**src/inc/ifsts_pkg.sv**
```systemverilog
// constants and types for the input fault live status registers
package ifsts_pkg;

    // per-channel fault bit positions
    localparam int IFSTS_BIT_OPEN     = 7;
    localparam int IFSTS_BIT_PAIR     = 6;
    localparam int IFSTS_BIT_POS_GND  = 5;
    localparam int IFSTS_BIT_NEG_GND  = 4;
    localparam int IFSTS_BIT_POS_BIAS = 3;
    localparam int IFSTS_BIT_NEG_BIAS = 2;
    localparam int IFSTS_BIT_POS_BAT  = 1;
    localparam int IFSTS_BIT_NEG_BAT  = 0;

    // register page and addresses
    localparam logic [7:0] IFSTS_PAGE      = 8'h01;
    localparam logic [7:0] IFSTS_ADDR_CH1  = 8'h2E;
    localparam logic [7:0] IFSTS_ADDR_CH3  = 8'h30;
    localparam logic [7:0] IFSTS_ADDR_CH4  = 8'h31;
    localparam logic [7:0] IFSTS_ADDR_CH5  = 8'h32;
    localparam logic [7:0] IFSTS_ADDR_CH6  = 8'h33;

    localparam logic [7:0] IFSTS_RESET_VAL = 8'h00;
    localparam int         IFSTS_SYNC_LAT  = 2;

    // channel slots: 0=ch1, 1=ch3, 2=ch4, 3=ch5, 4=ch6
    localparam int IFSTS_NUM_CH    = 5;
    localparam int IFSTS_FIRST_OPT = 3;

    // field order matches the register bit order, msb first
    typedef struct packed {
        logic open_input;
        logic pair_short;
        logic pos_to_gnd;
        logic neg_to_gnd;
        logic pos_to_mic_bias;
        logic neg_to_mic_bias;
        logic pos_to_battery;
        logic neg_to_battery;
    } ifsts_fault_t;

    typedef struct packed {
        logic [7:0] page;
        logic [7:0] addr;
        logic       rd;
        logic       wr;
        logic [7:0] wdata;
    } ifsts_req_t;

endpackage

```
**src/rtl/ifsts_top.sv**
```systemverilog
// live input fault status registers for the diagnosed input channels
//
// How it works
// - bit 7 reports open input
// - bit 6 reports input pair shorted together
// - bit 5 reports positive leg shorted to ground
// - bit 4 reports negative leg shorted to ground
// - bit 3 reports positive leg shorted to bias
// - bit 2 reports negative leg shorted to bias
// - bit 1 reports positive leg shorted to battery
// - bit 0 reports negative leg shorted to battery
// - all bits read-only, reset to zero
// - channel three at 0x30, four at 0x31
// - channel five at 0x32, six at 0x33
// - channels five and six only on six-channel part
// - registers show live detector state, not history
// - channel one at 0x2E, same layout
`timescale 1ns/100ps
module ifsts_top
    import ifsts_pkg::*;
#(
    parameter bit SIX_CHANNEL = 1'b1  // six-channel variant when set
)(
    input  wire logic         core_clk,    // 250 MHz control clock
    input  wire logic         rst_b,       // async reset, active low
    input  wire ifsts_req_t   reg_req,     // register access request
    output logic [7:0]        reg_rdata,   // read data, registered
    output logic              reg_rvalid,  // read data valid, pulse
    output logic              reg_hit,     // last read hit a register
    input  wire ifsts_fault_t fault_ch1,   // channel 1 detectors
    input  wire ifsts_fault_t fault_ch3,   // channel 3 detectors
    input  wire ifsts_fault_t fault_ch4,   // channel 4 detectors
    input  wire ifsts_fault_t fault_ch5,   // channel 5 detectors
    input  wire ifsts_fault_t fault_ch6    // channel 6 detectors
);

    localparam logic [7:0] ADDR_TBL [IFSTS_NUM_CH] = '{
        IFSTS_ADDR_CH1, IFSTS_ADDR_CH3, IFSTS_ADDR_CH4,
        IFSTS_ADDR_CH5, IFSTS_ADDR_CH6
    };

    logic rst_meta_b;
    logic rst_sync_b;

    // reset asserts at once and releases two edges later
    always_ff @(posedge core_clk or negedge rst_b) begin
        if (!rst_b) begin
            rst_meta_b <= 1'b0;
            rst_sync_b <= 1'b0;
        end else begin
            rst_meta_b <= 1'b1;
            rst_sync_b <= rst_meta_b;
        end
    end

    ifsts_fault_t raw    [IFSTS_NUM_CH];
    ifsts_fault_t status [IFSTS_NUM_CH];
    logic         present[IFSTS_NUM_CH];

    assign raw[0] = fault_ch1;
    assign raw[1] = fault_ch3;
    assign raw[2] = fault_ch4;
    assign raw[3] = fault_ch5;
    assign raw[4] = fault_ch6;

    for (genvar i = 0; i < IFSTS_NUM_CH; i++) begin : g_chan
        // the four-channel part has no channel five or six
        assign present[i] = (i < IFSTS_FIRST_OPT) || SIX_CHANNEL;
        ifsts_chan_status u_chan (
            .core_clk   (core_clk),
            .rst_sync_b (rst_sync_b),
            .present    (present[i]),
            .fault_raw  (raw[i]),
            .status     (status[i])
        );
    end

    logic       sel_hit;
    logic [7:0] sel_data;

    // address decode over the status page
    always_comb begin
        sel_hit  = 1'b0;
        sel_data = IFSTS_RESET_VAL;
        if (reg_req.page == IFSTS_PAGE) begin
            for (int i = 0; i < IFSTS_NUM_CH; i++) begin
                if (present[i] && reg_req.addr == ADDR_TBL[i]) begin
                    sel_hit  = 1'b1;
                    sel_data = status[i];
                end
            end
        end
    end

    logic [7:0] rdata_reg;
    logic [7:0] rdata_next;
    logic       rvalid_reg;
    logic       rvalid_next;
    logic       hit_reg;
    logic       hit_next;

    // a write has no path into the status, so it cannot disturb it
    always_comb begin
        rvalid_next = reg_req.rd;
        hit_next    = reg_req.rd ? sel_hit : hit_reg;
        rdata_next  = rdata_reg;
        if (reg_req.rd) begin
            // unmapped or absent addresses read zero
            rdata_next = sel_hit ? sel_data : IFSTS_RESET_VAL;
        end
    end

    always_ff @(posedge core_clk or negedge rst_sync_b) begin
        if (!rst_sync_b) begin
            rdata_reg  <= IFSTS_RESET_VAL;
            rvalid_reg <= 1'b0;
            hit_reg    <= 1'b0;
        end else begin
            rdata_reg  <= rdata_next;
            rvalid_reg <= rvalid_next;
            hit_reg    <= hit_next;
        end
    end

    assign reg_rdata  = rdata_reg;
    assign reg_rvalid = rvalid_reg;
    assign reg_hit    = hit_reg;

    // checks

    logic rd_ch3;
    logic rd_ch4;
    logic rd_ch5;
    logic rd_ch6;
    logic rd_ch1;

    assign rd_ch3 = reg_req.rd && reg_req.page == IFSTS_PAGE
                    && reg_req.addr == IFSTS_ADDR_CH3;
    assign rd_ch4 = reg_req.rd && reg_req.page == IFSTS_PAGE
                    && reg_req.addr == IFSTS_ADDR_CH4;
    assign rd_ch5 = reg_req.rd && reg_req.page == IFSTS_PAGE
                    && reg_req.addr == IFSTS_ADDR_CH5;
    assign rd_ch6 = reg_req.rd && reg_req.page == IFSTS_PAGE
                    && reg_req.addr == IFSTS_ADDR_CH6;
    assign rd_ch1 = reg_req.rd && reg_req.page == IFSTS_PAGE
                    && reg_req.addr == IFSTS_ADDR_CH1;
endmodule

```
**src/rtl/ifsts_chan_status.sv**
```systemverilog
// one channel's live fault status: detector sync and status register
`timescale 1ns/100ps
module ifsts_chan_status
    import ifsts_pkg::*;
(
    input  wire logic         core_clk,  // control clock
    input  wire logic         rst_sync_b, // synced reset, active low
    input  wire logic         present,   // channel exists on this variant
    input  wire ifsts_fault_t fault_raw, // analog detector outputs
    output ifsts_fault_t      status     // live status, registered
);

    ifsts_fault_t meta_reg;
    ifsts_fault_t meta_next;
    ifsts_fault_t status_reg;
    ifsts_fault_t status_next;

    // second stage is the live value itself, so no history is kept
    always_comb begin
        meta_next   = fault_raw;
        status_next = meta_reg;
    end

    always_ff @(posedge core_clk or negedge rst_sync_b) begin
        if (!rst_sync_b) begin
            meta_reg   <= ifsts_fault_t'(IFSTS_RESET_VAL);
            status_reg <= ifsts_fault_t'(IFSTS_RESET_VAL);
        end else begin
            meta_reg   <= meta_next;
            status_reg <= status_next;
        end
    end

    // gated after the second flop so only that flop reads the first stage
    assign status = present ? status_reg
                            : ifsts_fault_t'(IFSTS_RESET_VAL);

endmodule

```
**config.mk**
```make
export PLATFORM = sky130hd
export DESIGN_NAME = ifsts_top
export DESIGN_NICKNAME = d
export VERILOG_FILES = /design/src/inc/ifsts_pkg.sv /design/src/rtl/ifsts_top.sv /design/src/rtl/ifsts_chan_status.sv
export SDC_FILE = /design/constraint.sdc
export NUM_CORES = 1
export LEC_CHECK = 0
export BUFFER_PORTS_ARGS = -buffer_cell sky130_fd_sc_hd__clkbuf_2
export CAP_MARGIN = 20
export CELL_PAD_IN_SITES_DETAIL_PLACEMENT = 1
export CELL_PAD_IN_SITES_GLOBAL_PLACEMENT = 2
export CORE_MARGIN = 2
export CORE_UTILIZATION = 38
export CTS_CLUSTER_DIAMETER = 150
export CTS_CLUSTER_SIZE = 24
export DETAILED_ROUTE_END_ITERATION = 16
export PLACE_DENSITY_LB_ADDON = 0.1
export SYNTH_ARGS = -nofsm -noshare
export SYNTH_HDL_FRONTEND = slang
export SYNTH_SLANG_ARGS = --single-unit
```
**constraint.sdc**
```tcl
create_clock -name core_clk -period 6.7 [get_ports core_clk]
set_input_delay 1.005 -clock core_clk [delete_from_list [all_inputs] [get_ports core_clk]]
set_output_delay 1.005 -clock core_clk [all_outputs]
set_load 0.05 [all_outputs]
```
== After elaboration in Yosys (flattened, before gate mapping) ==
Index checks and enable logic that the tools add are counted.

* Latch bits: 0
* ROM bits: 0
* Register bits: 92
* Logic and storage cells: 104
* Memories kept: 0
* RAM bits: 0

* Multipliers: 0
* Equal/unequal tests: 6
* Div/mod/pow operators: 0
* Multiplexer cells: 13
* Add/sub/neg operators: 0
* Order comparisons: 0
* Bitwise gates (word level): 0
* Shift-type cells: 0
* Reduce and logical (&&, ||, !) cells: 0

{| class="wikitable"
|+ Operators by type and width
! kind !! number
|-
| $mux 8 || 7
|-
| $eq 8x6->1 const B || 5
|-
| $eq 8x1->1 const B || 1
|-
| $mux 1 || 6
|}

== Logic depth before layout (Yosys ltp) ==
Gate-level depths: netlist of run 1.

* Depth in word-level cells: 8
* Depth in mapped cells: 6
* Gate-level depth less buffers: 4

== Hierarchy ==
Synthesis of run 1 repeated with hierarchy kept, for this count alone.

* Cell total of the unflattened synthesis: 216
* Area, all modules: 3,170.5 um2

{| class="wikitable"
|+ By module, submodules not included
! module !! area each (um2) !! instances !! cells each
|-
| ifsts_chan_status || 450.4 || 5 || 24
|-
| ifsts_top || 918.4 || 1 || 96
|}

== Least setup slack after synthesis of run 1 ==
No wires, ideal clock.

* Kind: input to register
* From: in reg_req[10] in the netlist's numbering
* To: reg rdata_reg[6] (netlist: reg_rdata[6])
* Arrival: 2,161 ps
* Data required time: 6,574 ps
* Buffers on the path: 2
* Slack: 4,413 ps
* Library setup time: 126 ps
* Cell stages on the path: 6
* Path through: buf_6 -> or2_2 -> clkbuf_1 -> o2111ai_1 -> a22oi_1 -> a221o_1

* Cells in the longest elaborated chain, start to end: 8

{| class="wikitable"
|+ RTL lines
! what !! RTL line !! text
|-
| from (decl) || ifsts_top.sv:26 || <nowiki>input wire ifsts_req_t reg_req,</nowiki>
|-
| $eq 8x6->1 || n/a ||
|-
| $mux 8 or $mux 1 (tied branches) (5 in a row) || ifsts_top.sv:87 || <nowiki>if (present[i] && reg_req.addr == ADDR_TBL[i]) begin</nowiki>
|-
| $mux 8 or $mux 1 (tied branches) || ifsts_top.sv:85 || <nowiki>if (reg_req.page == IFSTS_PAGE) begin</nowiki>
|-
| $mux 8 (*) || ifsts_top.sv:109 || <nowiki>rdata_next = sel_hit ? sel_data : IFSTS_RESET_VAL;</nowiki>
|-
| to (signal assigned) || ifsts_top.sv:119 || <nowiki>rdata_reg <= rdata_next;</nowiki>
|-
| to (decl) || ifsts_top.sv:95 || <nowiki>logic [7:0] rdata_reg;</nowiki>
|}

Mark *: on every way between the ends. The rest lies on a longest branch, timed or not.
A chain may end at the register's enable or synchronous reset.

== Worst setup path in the final report of run 1 ==
* From: in reg_req[17] in the netlist's numbering
* To: reg rdata_reg[6] (netlist: reg_rdata[6])

Same word-level chain as after synthesis.

==> results of run 1 <==
[placed cells by master, fill, tap and decap left out, types with 2 or more instances in the layout]
master     instances
inv_6              2
clkbuf_8          10
nor4b_4            2
nand3_1            7
dfrtp_1           91
clkbuf_2          68
o2111ai_1          7
nor2_1             2
and3_1             2
nor2b_1            8
a22oi_1            7
inv_1              2
o22ai_1            7
a221o_1            7
[worst paths after layout]
path | start | to | slack (ns)
setup / recovery | reg_req[17] | reg_rdata[6] | 4.25
hold / removal | rst_sync_b | g_chan[2].u_chan.meta_reg[1] | 0.29
min in group core_clk | g_chan[0].u_chan.meta_reg[4] | g_chan[0].u_chan.status_reg[4] | 0.35
hold reg to reg | rst_sync_b | g_chan[2].u_chan.meta_reg[1] | 0.29
setup reg to reg | g_chan[1].u_chan.status_reg[6] | reg_rdata[6] | 5.43
max in group asynchronous | rst_sync_b | g_chan[2].u_chan.status_reg[0] | 5.80
[logic make-up after synthesis]
family | count (synthesis) | share of synthesized area, %
AOI/OAI and AO/OA | 34 | 9.77
buffers and inverters | 9 | 1.56
DFF | 92 | 79.5
muxes | 1 | 0.346
other | 1 | 0.130
and+or+nand+nor | 34 | 8.69
[worst max-delay path, cell delays in order]
cell and delay [ns]:
clkbuf_2 0.12, nor4b_4 0.56, and2_1 0.44, a22oi_1 0.19, a221o_1 0.37
[per-stage QoR]
step / power, mW / utilization [%] / setup WS (ns) / cell area, um2 / hold WS, ns
5_1_grt: 1.05 / 48.5 / 4.14 / 3550 / 0.338
2_1_floorplan: 0.617 / - / 3.95 / 2900 / 0.331
3_5_place_dp: 0.644 / 45.4 / 3.89 / 3330 / 0.336
3_3_place_gp: 0.642 / 45.4 / 3.95 / 3330 / 0.332
6_report: 1.00 / 48.5 / 4.25 / 3550 / 0.289
4_1_cts: 1.02 / 48.1 / 4.28 / 3530 / 0.349
[power groups by stage]
stage | sequential, mW | clock [mW] | combinational (mW)
2_1_floorplan | 0.604 | 0 | 0.0125
3_3_place_gp | 0.608 | 0 | 0.0341
3_5_place_dp | 0.609 | 0 | 0.0352
4_1_cts | 0.598 | 0.387 | 0.0353
5_1_grt | 0.594 | 0.411 | 0.0477
6_report | 0.591 | 0.371 | 0.0422
[routing by layer]
layer,up-vias,GRT usage [%],wire [um]
li1,760,-,-
met4,0,7.20,103
met1,842,18.3,2400
met3,10,5.06,316
met2,59,22.8,2620
met5,-,0,0
[cell type report]
class | instances | area, um2 | share of cell area (%)
inverters | 2 | 7.51 | 0.211
flip-flops and latches | 92 | 2310 | 64.9
clock inverters | 5 | 60.1 | 1.69
repair buffers | 69 | 368 | 10.3
multi-input cells | 70 | 548 | 15.4
clock buffers | 11 | 141 | 3.98
well taps | 99 | 124 | 3.48
==> impl_metrics.tcl, run 1 <==
set metrics [dict create \
    hold_viol 0 \
    synth_top_area_cell "dfrtp_1" \
    fin_cells 348 \
    synthTopCellsByCount "92 x dfrtp_1, 8 x nor2b_1" \
    place.detailed.instances 331 \
    rows 31 \
    cts.sinks 92 \
    die_x_um 91.3 \
    power_per_cell_area_mw_per_mm2 283 \
    syn_avg_cell_area_um2 16.9 \
    cts_buffers 9 \
    r2r_cells 3 \
    die_h_um 91.3 \
    root_buffer "clkbuf_8" \
    drc 0 \
    slew_headroom_pct 56.2 \
    peakVddDrop_mv 0.105 \
    grt_antenna_before_repair 0 \
    grt_max_degree 91 \
    startpoint_type "input pin" \
    cts-htree-levels 3 \
    grt-ovfl-total 0 \
    p_switching_mw 0.221 \
    wl_per_cell_um 15.6 \
    grt_pass1_vias 1802 \
    start_util_pct 39.5 \
    yosysWarnings 0 \
    final.fill_count 762 \
    synth_flop_cell "dfrtp_1" \
    post_cts_buffers 0 \
    max_freq_mhz 408 \
    synth-async-reset-ratio_pct 100 \
    slew_violations 0 \
    io_buffers 68 \
    tns_ns 0 \
    grt_pass1_wl_um 9050 \
    routed_wl_um 5440 \
    clk_latency_ns 0.36 \
    yosysTopAreaCellShare_pct 79.5 \
    tritoncts "yes" \
    status "finished, final reports clean" \
    yosysUniqueCellTypes 35 \
    rsz0062_at_grt "false" \
    gp_congestion 0.719 \
    drive_gt1_share_pct 36.9 \
    worstHoldPathType "flip-flop to asynchronous set/reset pin" \
    tightest_slew_ns 0.654 \
    clockPowerShare_pct 37.0 \
    cts_hold_buf 0 \
    grt.total_usage_pct 14.7 \
    sw_frac_of_total_pct 22.0 \
    die_area_mm2 0.00833 \
    netlist_instances 171 \
    vias 1671 \
    first_iter_violations 63 \
    synth-edff-count 0 \
    fin_crit_sh_pct 36.6 \
    power_frac_seq_pct 58.8 \
    internal_power_mw 0.783 \
    path_class "input pin to flip-flop" \
    skew_ns 0.00891 \
    vias_per_cell 4.80 \
    cp.required_ns 6.94 \
    hpwlAfterDp_um 3770 \
    synth_area_mm2 0.00290 \
    dr.pass1.iters 4 \
    ys_seq_area_share_pct 79.5 \
    critPathArrivalTime_ns 2.70 \
    cts_resized 0 \
    yosysMostFrequentCell "dfrtp_1" \
    antenna_cells 0 \
    synthTopCellsByArea "dfrtp_1 80%, a221o_1 2.4%, o2111ai_1 2.1%" \
    syn_nets 239 \
    cts.clk_slew.worst_paths_ns 0.09 \
    ant_nets 0 \
    synthToLayoutAreaGrowth_pct 22.8 \
    core_area_mm2 0.00733 \
    cp_max_fo 10 \
    finalNetCount 312 \
    finalSetupViolCount 0 \
    max_cap_violations 0 \
    leakage_nw 1.67 \
    cts_buffer_depth 2 \
    cp-end-kind "flip-flop" \
    ios 78 \
    p_comb_share_pct 4.2 \
    synth-seq-cells 92 \
    fin_crit_ns 2.45 \
]
No activity file was read; power rests on OpenSTA's default activity.
==> run 2: changes to the inputs <==
Settings changed: CORE_UTILIZATION 38 to 35.
Clock period 6.7 ns to 2.35 ns, I/O delays scaled along.
==> run 2 against run 1 <==
  * Die area up 8.2%
  * Largest cell class unchanged
  * Combinational power rose to 2.9 times the previous value
  * Via count did not move
  * Cell count is 2.9% higher
  * Core utilization fell by 4.3 points
  * Wire length up 4.3%
  * Worst setup slack lost 3.4 ns
  * Largest power group unchanged
==> impl_metrics.tcl, run 2 (synthesis results as in run 1) <==
set metrics [dict create \
    grt-ovfl-total 0 \
    worstHoldPathType "input pin to flip-flop" \
    critPathMaxStageDelay_ns 0.42 \
    fin_cells 358 \
    status "finished, final reports clean" \
    grt_antenna_before_repair 0 \
    startpoint_type "input pin" \
    path_cells "clkbuf_2 > nor4b_4 > and2_1 > a22oi_1 > a221o_1" \
    vias 1671 \
    critPathArrivalTime_ns 1.75 \
    slew_headroom_pct 65.6 \
    cts-htree-levels 3 \
    cts.sinks 92 \
    dr.pass1.iters 4 \
    cts_buffer_depth 2 \
    core_area_mm2 0.00813 \
    die_x_um 95.0 \
    tns_ns 0 \
    hpwlAfterDp_um 3920 \
    rows 33 \
    fin_crit_ns 1.51 \
    ant_nets 0 \
    cp-end-kind "flip-flop" \
    cp.required_ns 2.59 \
    clk_latency_ns 0.36 \
    crit_buf_inv 1 \
    place.detailed.instances 341 \
    grt_pass1_vias 1776 \
    cts_buffers 9 \
    r2r_cells 3 \
    io_buffers 68 \
    die_h_um 95.0 \
    fin_crit_sh_pct 64.4 \
    finalSetupViolCount 0 \
    cp_max_fo 9 \
    utilization_pct 44.2 \
    drc 0 \
    tightest_slew_ns 0.514 \
    post_cts_buffers 0 \
    vias_per_cell 4.67 \
    crit_cells 5 \
    peakVddDrop_mv 0.342 \
    cts.clk_slew.worst_paths_ns 0.10 \
    max_cap_violations 0 \
    grt_max_degree 58 \
    final.fill_count 874 \
    routed_wl_um 5670 \
    leakage_nw 1.69 \
    die_area_mm2 0.00902 \
    path_class "input pin to flip-flop" \
    crit_family "simple AND/OR/NAND/NOR gates" \
    antenna_cells 0 \
    wl_per_cell_um 15.8 \
    power_per_cell_area_mw_per_mm2 808 \
    root_buffer "clkbuf_8" \
    start_util_pct 35.6 \
    hold_viol 0 \
    slew_violations 0 \
    min_path_cells 1 \
    grt_pass1_wl_um 8920 \
    max_freq_mhz 661 \
    ios 78 \
    grt.total_usage_pct 13.9 \
    multiInputGateArea_um2 548 \
    gp_congestion 0.724 \
    final_cell_mix "91 x dfrtp_1, 68 x clkbuf_2, 10 x clkbuf_8" \
    first_iter_violations 45 \
    rsz0062_at_grt "false" \
    skew_ns 0.0106 \
    drive_gt1_share_pct 37.9 \
    cts_resized 0 \
    layout_commonest_cell "dfrtp_1" \
    finalNetCount 316 \
    seq_area_mm2 0.00231 \
    crit_slowest_cell "and2_1" \
    tritoncts "yes" \
    power.total_mw 2.90 \
    synthToLayoutAreaGrowth_pct 24.2 \
]
==> run 2: routing by layer <==
metal  up-vias  routed length (um)  GRT usage, %
met4         0                 132          8.33
met5         -                   0             0
met1       844                2560          18.6
met3         9                 268          3.35
li1        766                   -             -
met2        52                2710          20.6
==> run 2: where the power goes <==
part | switching (mW) | internal [mW]
clock network | 0.563 | 0.532
registers | 0.0315 | 1.65
logic | 0.0681 | 0.0553
total | 0.663 | 2.24
==> run 2: what timing repair did <==
item,4_1_cts,5_1_grt
hold endpoints to repair,2,0
hold buffers,1,0
endpoints found under the setup margin,0,0
==> run 2: path summary, 6_finish.rpt <==
| kind | from | to | slack, ns |
|---|---|---|---|
| hold / removal | fault_ch1[7] | g_chan[0].u_chan.meta_reg[7] | 0.09 |
| hold reg to reg | rst_sync_b | g_chan[0].u_chan.meta_reg[7] | 0.27 |
| setup / recovery | reg_req[17] | reg_rdata[6] | 0.84 |
| min in group asynchronous | rst_sync_b | g_chan[0].u_chan.meta_reg[7] | 0.27 |
| setup reg to reg | g_chan[1].u_chan.status_reg[3] | reg_rdata[3] | 1.06 |
| max in group asynchronous | rst_sync_b | g_chan[0].u_chan.status_reg[2] | 1.43 |
==> run 2: per-stage QoR <==
stage	hold slack, ns	worst slack (ns)	instance area [um2]
3_5_place_dp	0.144	0.466	3380
2_1_floorplan	0.0569	0.716	2900
4_1_cts	0.0727	0.855	3590
3_3_place_gp	0.139	0.488	3380
6_report	0.0899	0.836	3590
5_1_grt	0.0694	0.734	3590
==> run 2: layout make-up <==
class	instances	area share, %
tap	105	3.65
clock inverter	6	1.98
clock buffer	10	3.83
multi-input combinational	70	15.2
inverter	2	0.209
sequential	92	64.1
timing repair buffer	73	10.9
==> run 3: changes to the inputs <==
Settings changed: CORE_UTILIZATION 35 to 32.
Clock period 2.35 ns to 1.2 ns, I/O delays scaled along.
==> run 3 against run 2 <==
  * Worst setup slack worse by 0.82 ns
  * Clock power grew 90%
  * Register-to-register slack got worse by 1.0 ns
  * Cell count up 15%
  * Total power up 99%
  * Global-route usage is 0.35 points higher
  * Clock-buffer cell count is the same
  * First-iteration DRC count grew 6.7%
  * Final area increased by 16%
  * Clock skew is essentially flat
  * Critical path type is now flip-flop to flip-flop
  * Highest routed layer unchanged
==> impl_metrics.tcl, run 3 (synthesis results as in run 1) <==
set metrics [dict create \
    status "finished, final reports clean" \
    path_class "flip-flop to flip-flop" \
    vias 1875 \
    ios 78 \
    cts_buffers 9 \
    wl_per_cell_um 15.4 \
    rsz0062_at_grt "true" \
    die_h_um 99.1 \
    tns_ns 0 \
    grt-ovfl-total 0 \
    cts_buffer_depth 2 \
    timing.rr.end "reg_rdata[3]" \
    r2r-start "g_chan[1].u_chan.status_reg[3]" \
    drc 0 \
    finalSetupViolCount 0 \
    routed_wl_um 6330 \
    hpwlAfterDp_um 4220 \
    grt_max_degree 49 \
    first_iter_violations 48 \
    drive_gt1_share_pct 37.5 \
    leakage_nw 1.94 \
    vias_per_cell 4.55 \
    final.setup.worst_slack_ns 0.0201 \
    peakVddDrop_mv 0.723 \
    grt_pass1_wl_um 10700 \
    rows 34 \
    slew_violations 0 \
    cp-end-kind "flip-flop" \
    post-place-ws_ns -0.426 \
    cts-htree-levels 3 \
    r2r_cells 3 \
    skew_ns 0.0110 \
    start_util_pct 33.0 \
    fin_crit_ns 1.18 \
    cp_max_fo 1 \
    startpoint_type "flip-flop" \
    fin_cells 412 \
    final.fill_count 877 \
    root_buffer "clkbuf_8" \
    worstHoldPathType "input pin to asynchronous set/reset pin" \
    max_cap_violations 0 \
    layout_commonest_cell "dfrtp_1" \
    io_buffers 68 \
    tritoncts "yes" \
    synthToLayoutAreaGrowth_pct 43.9 \
    ant_nets 0 \
    dr.pass1.iters 4 \
    max_freq_mhz 848 \
    cp.required_ns 1.43 \
    grt.total_usage_pct 14.3 \
    grt_antenna_before_repair 0 \
    crit_slowest_cell "dfrtp_1" \
    rrSetupSlack_ns 0.02 \
    clk_latency_ns 0.35 \
    path_cells "o2111ai_1 > a22oi_1 > a221o_1" \
    gp_congestion 0.783 \
    power.total_mw 5.77 \
    power_per_cell_area_mw_per_mm2 1390 \
    cts.clk_slew.worst_paths_ns 0.09 \
    finalNetCount 367 \
    fin_crit_sh_pct 98.3 \
    cts.sinks 92 \
    critPathArrivalTime_ns 1.41 \
    grt_pass1_vias 2067 \
    multiInputGateArea_um2 592 \
    hold_viol 0 \
    final_cell_mix "91 x dfrtp_1, 57 x clkbuf_2, 41 x dlygate4sd3_1" \
    antenna_cells 0 \
    die_x_um 99.1 \
    place.detailed.instances 352 \
    critPathMaxStageDelay_ns 0.41 \
    core_area_mm2 0.00876 \
    die_area_mm2 0.00982 \
    seq_area_mm2 0.00231 \
]
==> run 3: worst max-delay path: cells and delay by family (launching register included) <==
family,cells,cell delay [ns]
DFF,1,0.41
AOI/OAI and AO/OA,3,0.65
==> run 3: worst max path at each step <==
stage | from | end | slack (ns) | cells past startpoint
after global routing | reg_req[16] | reg_rdata[6] | -0.03 | 8
after global placement | reg_req[16] | reg_rdata[4] | -0.42 | 5
after floorplan | reg_req[16] | reg_rdata[6] | -0.25 | 4
after CTS | reg_rdata[1] | reg_rdata[1] | 0.0003 | 1
after detailed placement | reg_req[16] | reg_rdata[6] | -0.43 | 5
final | g_chan[1].u_chan.status_reg[3] | reg_rdata[3] | 0.02 | 3
==> run 3: layout make-up <==
| class | instances | share of cell area (%) |
|---|---|---|
| Timing Repair Buffer | 124 | 22.2 |
| Inverter | 2 | 0.180 |
| Tap cell | 108 | 3.24 |
| Clock buffer | 10 | 3.06 |
| Sequential cell | 92 | 55.3 |
| Multi-Input combinational cell | 70 | 14.2 |
| Clock inverter | 6 | 1.77 |
==> run 3: metrics by stage <==
step	hold slack (ns)	instance area [um2]	utilization (%)
3_5_place_dp	-0.0286	3450	39.4
2_1_floorplan	-0.116	2900	-
3_3_place_gp	-0.0314	3450	39.4
6_report	0.139	4170	47.5
4_1_cts	0.115	4090	46.6
5_1_grt	0.100	4170	47.5
==> run 3: layer usage <==
metal | vias up | wire, um | global-route usage (%)
li1 | 869 | - | -
met1 | 937 | 2660 | 17.8
met2 | 65 | 3200 | 23.8
met3 | 4 | 401 | 4.99
met4 | 0 | 61 | 3.79
met5 | - | 0 | 0
==> run 3: repair_timing <==
| action | CTS | global route |
|---|---|---|
| setup endpoints to repair | 10 | 15 |
| buffers inserted | 2 | 1 |
| endpoints found under the hold margin | 42 | 0 |
| hold buffers | 41 | 0 |
| resized for setup | 4 | 28 |
| pin swaps | 2 | 15 |
==> run 3: power by group <==
part | internal, mW | total, mW | switching (mW)
logic | 0.219 | 0.398 | 0.178
clock network | 0.989 | 2.09 | 1.10
registers | 3.24 | 3.29 | 0.0489
